$ cat config.mk
export PLATFORM = sky130hd
export DESIGN_NAME = ulpc_phy_pins
export DESIGN_NICKNAME = d
export VERILOG_FILES = /design/src/logic/ulpc_pkg.sv /design/src/logic/ulpc_turn.sv /design/src/logic/ulpc_phy_pins.sv
export SDC_FILE = /design/constraint.sdc
export NUM_CORES = 1
export LEC_CHECK = 0
export ABC_AREA = 1
export BUFFER_PORTS_ARGS = -buffer_cell sky130_fd_sc_hd__buf_2
export CAP_MARGIN = 20
export CORE_MARGIN = 2
export CORE_UTILIZATION = 46
export DETAILED_ROUTE_END_ITERATION = 6
export GPL_TIMING_DRIVEN = 0
export PLACE_DENSITY = 0.78
export SYNTH_ARGS = -nofsm -noshare
export SYNTH_HDL_FRONTEND = slang
export SYNTH_HIERARCHICAL = 1
export SYNTH_SLANG_ARGS = --single-unit
$ cat constraint.sdc
create_clock -name clock -period 2.83 [get_ports clock]
set_input_delay 0.566 -clock clock [delete_from_list [all_inputs] [get_ports clock]]
set_output_delay 0.566 -clock clock [all_outputs]
set_load 0.03 [all_outputs]
$ cat src/logic/ulpc_pkg.sv
// Purpose: Shared constants and types for the PHY-side ULPI pin control block
// Assumes: Single clock domain; all pin inputs already synchronous to clock
// Notes: Struct carriers group the link pins and the user-side byte streams
package ulpc_pkg;

    // Clock rate of the logic; the interface itself runs at its own nominal rate
    localparam int CLK_PERIOD_NS = 8;
    localparam int IFACE_CLK_MHZ = 60;

    // Bus widths and idle pattern
    localparam int DATA_W = 8;
    localparam logic [7:0] IDLE_BYTE = 8'h00;

    // Reset values of the pin drivers
    localparam logic DIR_RST = 1'h1;
    localparam logic NXT_RST = 1'h0;
    localparam logic DRIVE_RST = 1'h0;
    localparam logic SUPPLY_ON_RST = 1'h0;

    // Kinds of byte that the device returns to the link
    typedef enum logic [1:0] {
        KIND_USB_DATA,
        KIND_STATUS,
        KIND_REG_READ
    } ulpc_kind_t;

    // Link control state
    typedef enum logic [2:0] {
        ST_BLOCK,
        ST_IDLE,
        ST_TX,
        ST_TURN_UP,
        ST_SEND,
        ST_LAST
    } ulpc_state_t;

    // Pins driven by the link, as seen inside the device
    typedef struct packed {
        logic [7:0] data;
        logic stp;
    } ulpc_link_in_t;

    // Pins driven by the device; each enable is low while driving
    typedef struct packed {
        logic dir;
        logic dir_oe_n;
        logic nxt;
        logic nxt_oe_n;
        logic [7:0] data;
        logic data_oe_n;
    } ulpc_link_out_t;

    // Byte offered by the device core for return to the link
    typedef struct packed {
        logic valid;
        ulpc_kind_t kind;
        logic last;
        logic [7:0] data;
    } ulpc_src_t;

    // Byte taken from the link while it transmits
    typedef struct packed {
        logic valid;
        logic cmd;
        logic [7:0] data;
    } ulpc_tx_t;

endpackage : ulpc_pkg

$ cat src/logic/ulpc_turn.sv
// Purpose: Marks the turnaround cycle that follows every change of direction
// Assumes: dir is the registered direction pin value
// Notes: High for exactly one cycle after each edge on which dir changed
`timescale 1ns/1ps
module ulpc_turn
    import ulpc_pkg::*;
(
    input logic clock,
    input logic rst,
    input logic dir,
    output logic turn
);

    logic dir_q_r;

    // Delayed copy of the direction pin
    always_ff @(posedge clock or posedge rst)
    begin
        if (rst)
        begin
            dir_q_r <= DIR_RST;
        end
        else
        begin
            dir_q_r <= dir;
        end
    end

    // Bus content is meaningless while the drivers swap over
    assign turn = dir_q_r != dir;

endmodule : ulpc_turn

$ cat src/logic/ulpc_phy_pins.sv
// Purpose: PHY-side control of the ULPI direction, pacing and stop pins
// Assumes: Link pins sampled on the rising clock edge; one clock domain
// Notes: Open-drain and tri-state pins are split into value and enable
`timescale 1ns/1ps

// Overview of operation
// - Pull supply switch low when host mode and external supply enable are set.
// - Active-low hard reset asynchronously resets all logic; power-on reset also exists.
// - Direction rests low so the device listens to the link.
// - Direction goes high to return USB data, status or read data.
// - Direction held high during power-up, reset and suspend.
// - Chip select high tri-states direction, next and data outputs.
// - Stop while direction is high aborts, except during lockout; direction drops next cycle.
// - Stop input is ignored while chip select is high.
// - Next stays low unless requesting or presenting a data byte.
// - Direction low and link sending: next requests the following byte.
// - Direction high and device sending: next marks a further valid byte.
// - Next stays low for status bytes and register read data.
// - Interface clock supplied by device; all pins synchronous to it.
// - Bus ignored for one cycle after every direction change.
// - Direction and next high mean USB data; next low means status or register read data.
module ulpc_phy_pins
    import ulpc_pkg::*;
(
    input logic clock,
    input logic rst,
    input logic hard_reset_n,
    input logic chip_select_n,
    input ulpc_link_in_t link_in,
    output ulpc_link_out_t link_out,
    input ulpc_src_t src,
    output logic src_ready,
    input logic hold_bus,
    input logic tx_ready,
    output ulpc_tx_t tx_out,
    output logic tx_end,
    output logic abort,
    output logic turnaround,
    input logic host_mode,
    input logic external_supply_enable_bit,
    output logic ext_supply_switch_low_o,
    output logic ext_supply_switch_low_oe_n
);

    ulpc_state_t state_r;
    ulpc_state_t state_nxt;
    logic dir_r;
    logic dir_nxt;
    logic nxt_r;
    logic nxt_nxt;
    logic drive_r;
    logic drive_nxt;
    logic [7:0] data_r;
    logic [7:0] data_nxt;
    logic first_r;
    logic first_nxt;
    ulpc_tx_t tx_r;
    ulpc_tx_t tx_nxt;
    logic tx_end_r;
    logic tx_end_nxt;
    logic abort_r;
    logic abort_nxt;
    logic supply_on_r;
    logic rst_all;
    logic turn;
    logic stp_ok;
    logic bus_ok;
    logic cmd_seen;

    // Either reset source clears everything without waiting for the clock
    assign rst_all = rst | ~hard_reset_n;

    ulpc_turn u_turn (
        .clock(clock),
        .rst(rst_all),
        .dir(dir_r),
        .turn(turn)
    );

    // Qualified link inputs
    assign stp_ok = link_in.stp & ~chip_select_n;
    assign bus_ok = ~turn & ~chip_select_n;
    assign cmd_seen = bus_ok & (link_in.data != IDLE_BYTE);
    assign turnaround = turn;

    // Core may hand over a byte only while the bus is ours and not aborted
    assign src_ready = (state_r == ST_SEND) & ~stp_ok;

    // Next-state and pin decisions
    always_comb
    begin
        state_nxt = state_r;
        dir_nxt = dir_r;
        nxt_nxt = 1'h0;
        drive_nxt = drive_r;
        data_nxt = data_r;
        first_nxt = first_r;
        tx_nxt = '0;
        tx_end_nxt = 1'h0;
        abort_nxt = 1'h0;
        unique case (state_r)
            ST_BLOCK:
            begin
                // Link locked out until power-up or suspend ends
                if (!hold_bus)
                begin
                    state_nxt = ST_IDLE;
                    dir_nxt = 1'h0;
                    drive_nxt = 1'h0;
                end
            end
            ST_IDLE:
            begin
                if (hold_bus)
                begin
                    state_nxt = ST_BLOCK;
                    dir_nxt = 1'h1;
                    drive_nxt = 1'h0;
                end
                else if (cmd_seen)
                begin
                    // Link holds its command byte until next accepts it
                    state_nxt = ST_TX;
                    nxt_nxt = tx_ready;
                    first_nxt = 1'h1;
                end
                else if (src.valid)
                begin
                    state_nxt = ST_TURN_UP;
                    dir_nxt = 1'h1;
                end
            end
            ST_TX:
            begin
                if (stp_ok)
                begin
                    // Byte beside stop is not payload
                    state_nxt = ST_IDLE;
                    tx_end_nxt = 1'h1;
                end
                else
                begin
                    if (nxt_r)
                    begin
                        tx_nxt.valid = 1'h1;
                        tx_nxt.cmd = first_r;
                        tx_nxt.data = link_in.data;
                        first_nxt = 1'h0;
                    end
                    nxt_nxt = tx_ready;
                end
            end
            ST_TURN_UP:
            begin
                // Drivers stay off through the turnaround cycle
                if (stp_ok)
                begin
                    state_nxt = ST_IDLE;
                    dir_nxt = 1'h0;
                    abort_nxt = 1'h1;
                end
                else
                begin
                    state_nxt = ST_SEND;
                end
            end
            ST_SEND:
            begin
                if (stp_ok)
                begin
                    state_nxt = ST_IDLE;
                    dir_nxt = 1'h0;
                    drive_nxt = 1'h0;
                    abort_nxt = 1'h1;
                end
                else if (src.valid)
                begin
                    drive_nxt = 1'h1;
                    data_nxt = src.data;
                    nxt_nxt = src.kind == KIND_USB_DATA;
                    if (src.last)
                    begin
                        state_nxt = ST_LAST;
                    end
                end
            end
            ST_LAST:
            begin
                // Final byte is on the bus now; release afterwards
                state_nxt = ST_IDLE;
                dir_nxt = 1'h0;
                drive_nxt = 1'h0;
                abort_nxt = stp_ok;
            end
        endcase
    end

    // Control and pin registers; reset leaves the link locked out
    always_ff @(posedge clock or posedge rst_all)
    begin
        if (rst_all)
        begin
            state_r <= ST_BLOCK;
            dir_r <= DIR_RST;
            nxt_r <= NXT_RST;
            drive_r <= DRIVE_RST;
            data_r <= IDLE_BYTE;
            first_r <= 1'h0;
        end
        else
        begin
            state_r <= state_nxt;
            dir_r <= dir_nxt;
            nxt_r <= nxt_nxt;
            drive_r <= drive_nxt;
            data_r <= data_nxt;
            first_r <= first_nxt;
        end
    end

    // Strobes towards the device core
    always_ff @(posedge clock or posedge rst_all)
    begin
        if (rst_all)
        begin
            tx_r <= '0;
            tx_end_r <= 1'h0;
            abort_r <= 1'h0;
        end
        else
        begin
            tx_r <= tx_nxt;
            tx_end_r <= tx_end_nxt;
            abort_r <= abort_nxt;
        end
    end

    assign tx_out = tx_r;
    assign tx_end = tx_end_r;
    assign abort = abort_r;

    // Supply switch request; registered to keep the pin glitch free
    always_ff @(posedge clock or posedge rst_all)
    begin
        if (rst_all)
        begin
            supply_on_r <= SUPPLY_ON_RST;
        end
        else
        begin
            supply_on_r <= host_mode & external_supply_enable_bit;
        end
    end

    // Open drain: only ever pulls low, the pull-up gives the high
    assign ext_supply_switch_low_o = 1'h0;
    assign ext_supply_switch_low_oe_n = ~supply_on_r;

    // Pin drivers; chip select overrides every enable
    assign link_out.dir = dir_r;
    assign link_out.dir_oe_n = chip_select_n;
    assign link_out.nxt = nxt_r;
    assign link_out.nxt_oe_n = chip_select_n;
    assign link_out.data = data_r;
    assign link_out.data_oe_n = ~(drive_r & dir_r) | chip_select_n;

endmodule : ulpc_phy_pins

==> Word-level counts from Yosys, hierarchy flattened <==
Cells that the tools add are included.
{ "op_classes": {"add_sub_neg": 0, "mul": 0, "n_div": 0, "order_cmp": 0, "n_eq_ne": 19, "n_shift": 0, "muxes": 36, "bitwise_logic": 14, "reduce_logical": 12} }
{ "op_table": {"columns": ["operator", "n"], "rows": [
  ["$mux 10", 3],
  ["$mux 3", 9],
  ["$mux 1", 18],
  ["$pmux 3 s6", 1],
  ["$reduce_and 5->1", 3],
  ["$ne 2x2->1 const B", 7],
  ["$ne 3x3->1 const B", 4],
  ["$pmux 1 s4", 2],
  ["$reduce_bool 4->1", 2],
  ["$reduce_bool 8->1", 1],
  ["$and 1x1->1", 6],
  ["$eq 3x2->1 const B", 2],
  ["$eq 3x3->1 const B", 2],
  ["$not 1->1", 6],
  ["$ne 4x4->1 const B", 1],
  ["$pmux 1 s2", 2],
  ["$reduce_and 4->1", 1],
  ["$eq 3x1->1 const B", 1],
  ["$logic_not 3->1", 1],
  ["$pmux 1 s3", 1],
  ["$reduce_and 3->1", 1],
  ["$logic_not 2->1", 1],
  ["$ne 2x1->1 const B", 1],
  ["$or 1x1->1", 2],
  ["3 further kinds", 3]
]} }
{ "word_totals": {"register_bits": 29, "latchBits": 0, "ramBits": 0, "rom_bits": 0, "output_inout_bits": 29, "memories": 0} }

==> Depth between registers and ports, before layout <==
{ "depth": {"word_depth": 7, "depth_mapped": 9, "mapped_depth_nobuf": 9} }

==> By module <==
Netlist, hierarchy kept.
{ "modules_own_cells": {"columns": ["module", "n_inst", "cells_per_inst", "area_each_um2", "seq_area_each_um2"], "rows": [
  ["ulpc_phy_pins", 1, 155, 1277.5, 701.9],
  ["ulpc_turn", 1, 7, 48.8, 26.3]
]} }

==> Worst setup path before layout <==
OpenSTA, ideal clock, no wires.
{ "synth_timing": {"kind": "input -> output", "start": "input chip_select_n", "end": "output src_ready", "arrival_ns": 1.223, "setup_slack_ns": 1.041, "stages": 4, "path_buffers": 0, "path_cell_list": "inv_1 nand2_2 inv_1 nor2_1"} }
{ "synth_between": {"elab_chain_len": 4} }
{ "synth_rtl": {"columns": ["element", "line_no", "source"], "rows": [
  ["start: declaration", "ulpc_phy_pins.sv:28", "input logic chip_select_n,"],
  ["$not 1->1", "ulpc_phy_pins.sv:81", "assign stp_ok = link_in.stp & ~chip_select_n;"],
  ["$and 1x1->1", "ulpc_phy_pins.sv:81", null],
  ["$not 1->1 (no source line)", null, null],
  ["$and 1x1->1", "ulpc_phy_pins.sv:87", "assign src_ready = (state_r == ST_SEND) & ~stp_ok;"],
  ["end: declaration", "ulpc_phy_pins.sv:32", "output logic src_ready,"]
]} }
Every way passes these cells.

==> Final worst setup path <==
{ "layout_timing": {"start": "register state_r[1]", "end": "output src_ready"} }
{ "layout_between": {"elab_chain_len": 2} }
{ "layout_rtl": {"columns": ["element", "line_no", "source"], "rows": [
  ["start: declaration", "ulpc_phy_pins.sv:45", "ulpc_state_t state_r;"],
  ["start signal: assignment", "ulpc_phy_pins.sv:212", "state_r <= state_nxt;"],
  ["$eq 3x3->1", "ulpc_phy_pins.sv:87", null],
  ["$and 1x1->1", "ulpc_phy_pins.sv:87", null]
]} }
Every way passes these cells.

==> out/metrics.yaml <==
global_routing:
  grt_pass1_vias: 1100
  grt_max_degree: 18
  grt_pass1_wl_mm: 4.44
  grt-ovfl-total: 0
  grtUsageTotal_pct: 17.6
  antenna_found_initial: 0
pwr:
  p_comb_share_pct: 37.9
  p_int_uw: 924
  powerDensity_nw_per_um2: 872
  pwr-share-clk_pct: 22.9
  ir_worst_vdd_uv: 845
  leakagePower_uw: 0.00110
  netSwitchingPower_uw: 614
  netSwitchingFraction_pct: 39.9
  sequentialPowerShare_pct: 39.1
sta:
  clock_skew_ps: 8.23
  slew_headroom_pct: 51.0
  slew_violations: 0
  timing.final.crit_share_pct: 69.1
  setup_viol: 0
  rsz0062_at_grt: "no"
  clock.fmax_mhz: 511
  hold_viol_final: 0
  worst-slew-pin-transition_ps: 735
  worst_slack_ps: 874
  fin_crit_ps: 1960
die:
  fp.dieW_um: 57.7
  num_io_pins: 58
  rows: 19
  die_area_um2: 3330
  die_height_um: 57.7
  start_util_pct: 48.1
  fp.coreArea_um2: 2760
setup_path:
  worstPathMaxFanout: 6
  end_kind: "output pin"
  startpoint_type: "flip-flop"
  crit_required_ps: 2260
  cp.arrival_ps: 1390
  critPathKind: "reg -> out"
clock_network:
  cts_tree: "built"
  cts.hold.buffers_added: 0
  cts-root-buf: "clkbuf_4"
  clk_pin_slew_ps: 90
  cts.sinks: 29
  ctsResizeCount: 0
  clk_latency_ps: 320
  clock_path_buffers: 2
  cts_max_level: 2
  postCtsSetupRepairBufs: 0
  cts_buffers: 5
logic_synthesis:
  synth_seq_cells: 29
  synthCells: 162
  synthesis.nets: 191
  synth_seq_area_share_pct: 54.9
  ys_types: 23
  syn_area_per_cell_um2: 8.19
  synth-warning-count: 6
  netlist_area_um2: 1330
detailed_routing:
  first_pass_iters: 4
  antenna_left: 0
  wire_per_inst_um: 9.79
  num_vias: 1193
  drc_errors: 0
  drt-total-wl_mm: 2.53
  viasPerCell: 4.62
  drtIter0Drc: 28
placement:
  placed_area_um2: 1680
  post-dp-hpwl_mm: 2.04
  pre_cts_ws_ps: 980
  globalplace.congestion: 0.856
  port_buffers: 56
layout:
  fill_cells: 248
  nets: 255
  final_area_um2: 1760
  layout_commonest_cell: "buf_2"
  drive_above_1_share_pct: 37.4
  final_cell_mix: "buf_2 (56), nand2_1 (55), dfrtp_1 (27)"
  num_antenna_cells: 0
  synthToLayoutAreaGrowth_pct: 33.0
outcome:
  status: "finished clean"
job:
  drv_cap: 0
worst_hold_path:
  hold_class: "in -> async"
[worst max-delay path: stages (launching register included)]
cell	delay (ps)
dfrtp_1	480
nor2_2	170
nand2_1	90
nor2_1	110
buf_2	210
[cell type report]
cell class | count | area (µm²) | share of cell area [%]
buffer | 6 | 48.8 | 2.77
clock buffer | 6 | 51.3 | 2.91
clock inverter | 2 | 37.5 | 2.13
inverter | 25 | 96.3 | 5.46
multi-input combinational | 102 | 455 | 25.8
sequential | 29 | 728 | 41.3
tap | 31 | 38.8 | 2.20
timing repair buffer | 57 | 308 | 17.4
[cells in the mapped netlist]
cell,number,area (µm²)
nand2_1,55,206
dfrtp_1,27,676
inv_1,22,82.6
nor2_1,21,78.8
nand3_1,7,35.0
buf_4,5,37.5
o21ai_0,3,15.0
a21oi_1,2,10.0
dfstp_2,2,52.6
inv_2,2,7.51
nand2_2,2,12.5
nand3_2,2,20.0
nand4_1,2,12.5
buf_6,1,11.3
conb_1,1,3.75
inv_4,1,6.26
nor2_2,1,6.26
nor2_4,1,11.3
nor3_4,1,16.3
nor4_1,1,6.26
o21ai_1,1,5.00
o21bai_1,1,7.51
or2_2,1,6.26
[metal layers]
layer  GRT usage [%]  part of all wire, %  wire length [µm]
met1            21.9                   42              1070
met2            28.6                   48              1210
met3            5.13                  8.2               208
met4            7.97                  1.6                40
met5               0                    0                 0
[cell families (layout without fill, tap and decap cells)]
kind of cell / Yosys count / count (layout) / share of synthesized area [%]
simple gates: 94 / 94 / 31.0
buf+inv: 31 / 96 / 10.9
other cells: 1 / 1 / 0.283
flops: 29 / 29 / 54.9
compound gates: 7 / 7 / 2.83
[final timing paths]
check / from / endpoint / slack (ps) / cells after the start
setup / recovery: state_r[1] / src_ready / 870 / 4
hold / removal: hard_reset_n / supply_on_r / 400 / 3
setup reg to reg: dir_r / state_r[0] / 1470 / 7
hold reg to reg: dir_r / u_turn/dir_q_r / 400 / 0
max in group asynchronous: rst / u_turn/dir_q_r / 1730 / 5
min in group clock: dir_r / u_turn/dir_q_r / 400 / 0
[through the flow]
| step | TNS [ps] | hold slack (ps) | util [%] | total power [µW] | instances |
|---|---|---|---|---|---|
| after floorplan | 0 | 380 | - | 1030 | 162 |
| after global placement | -367 | 391 | 59.7 | 1170 | 249 |
| after detailed placement | 0 | 395 | 60.8 | 1190 | 250 |
| after CTS | 0 | 396 | 64.0 | 1550 | 258 |
| after global routing | 0 | 412 | 64.0 | 1660 | 258 |
| final | 0 | 395 | 64.0 | 1540 | 258 |
[power by group through the flow]
stage	Combinational [µW]	Sequential (µW)	Clock [µW]
after floorplan	344	690	0
after global placement	568	607	0
after detailed placement	588	605	0
after CTS	587	602	357
after global routing	657	621	379
final	584	602	352
[flip-flops by register name (all words and copies together) (netlist names)]
name / flops
tx_out: 10
data_r: 8
state_r: 3
abort: 1
dir_r: 1
drive_r: 1
first_r: 1
nxt_r: 1
supply_on_r: 1
tx_end: 1
u_turn/dir_q_r: 1
Note: power is estimated with default switching activity, not from simulation.
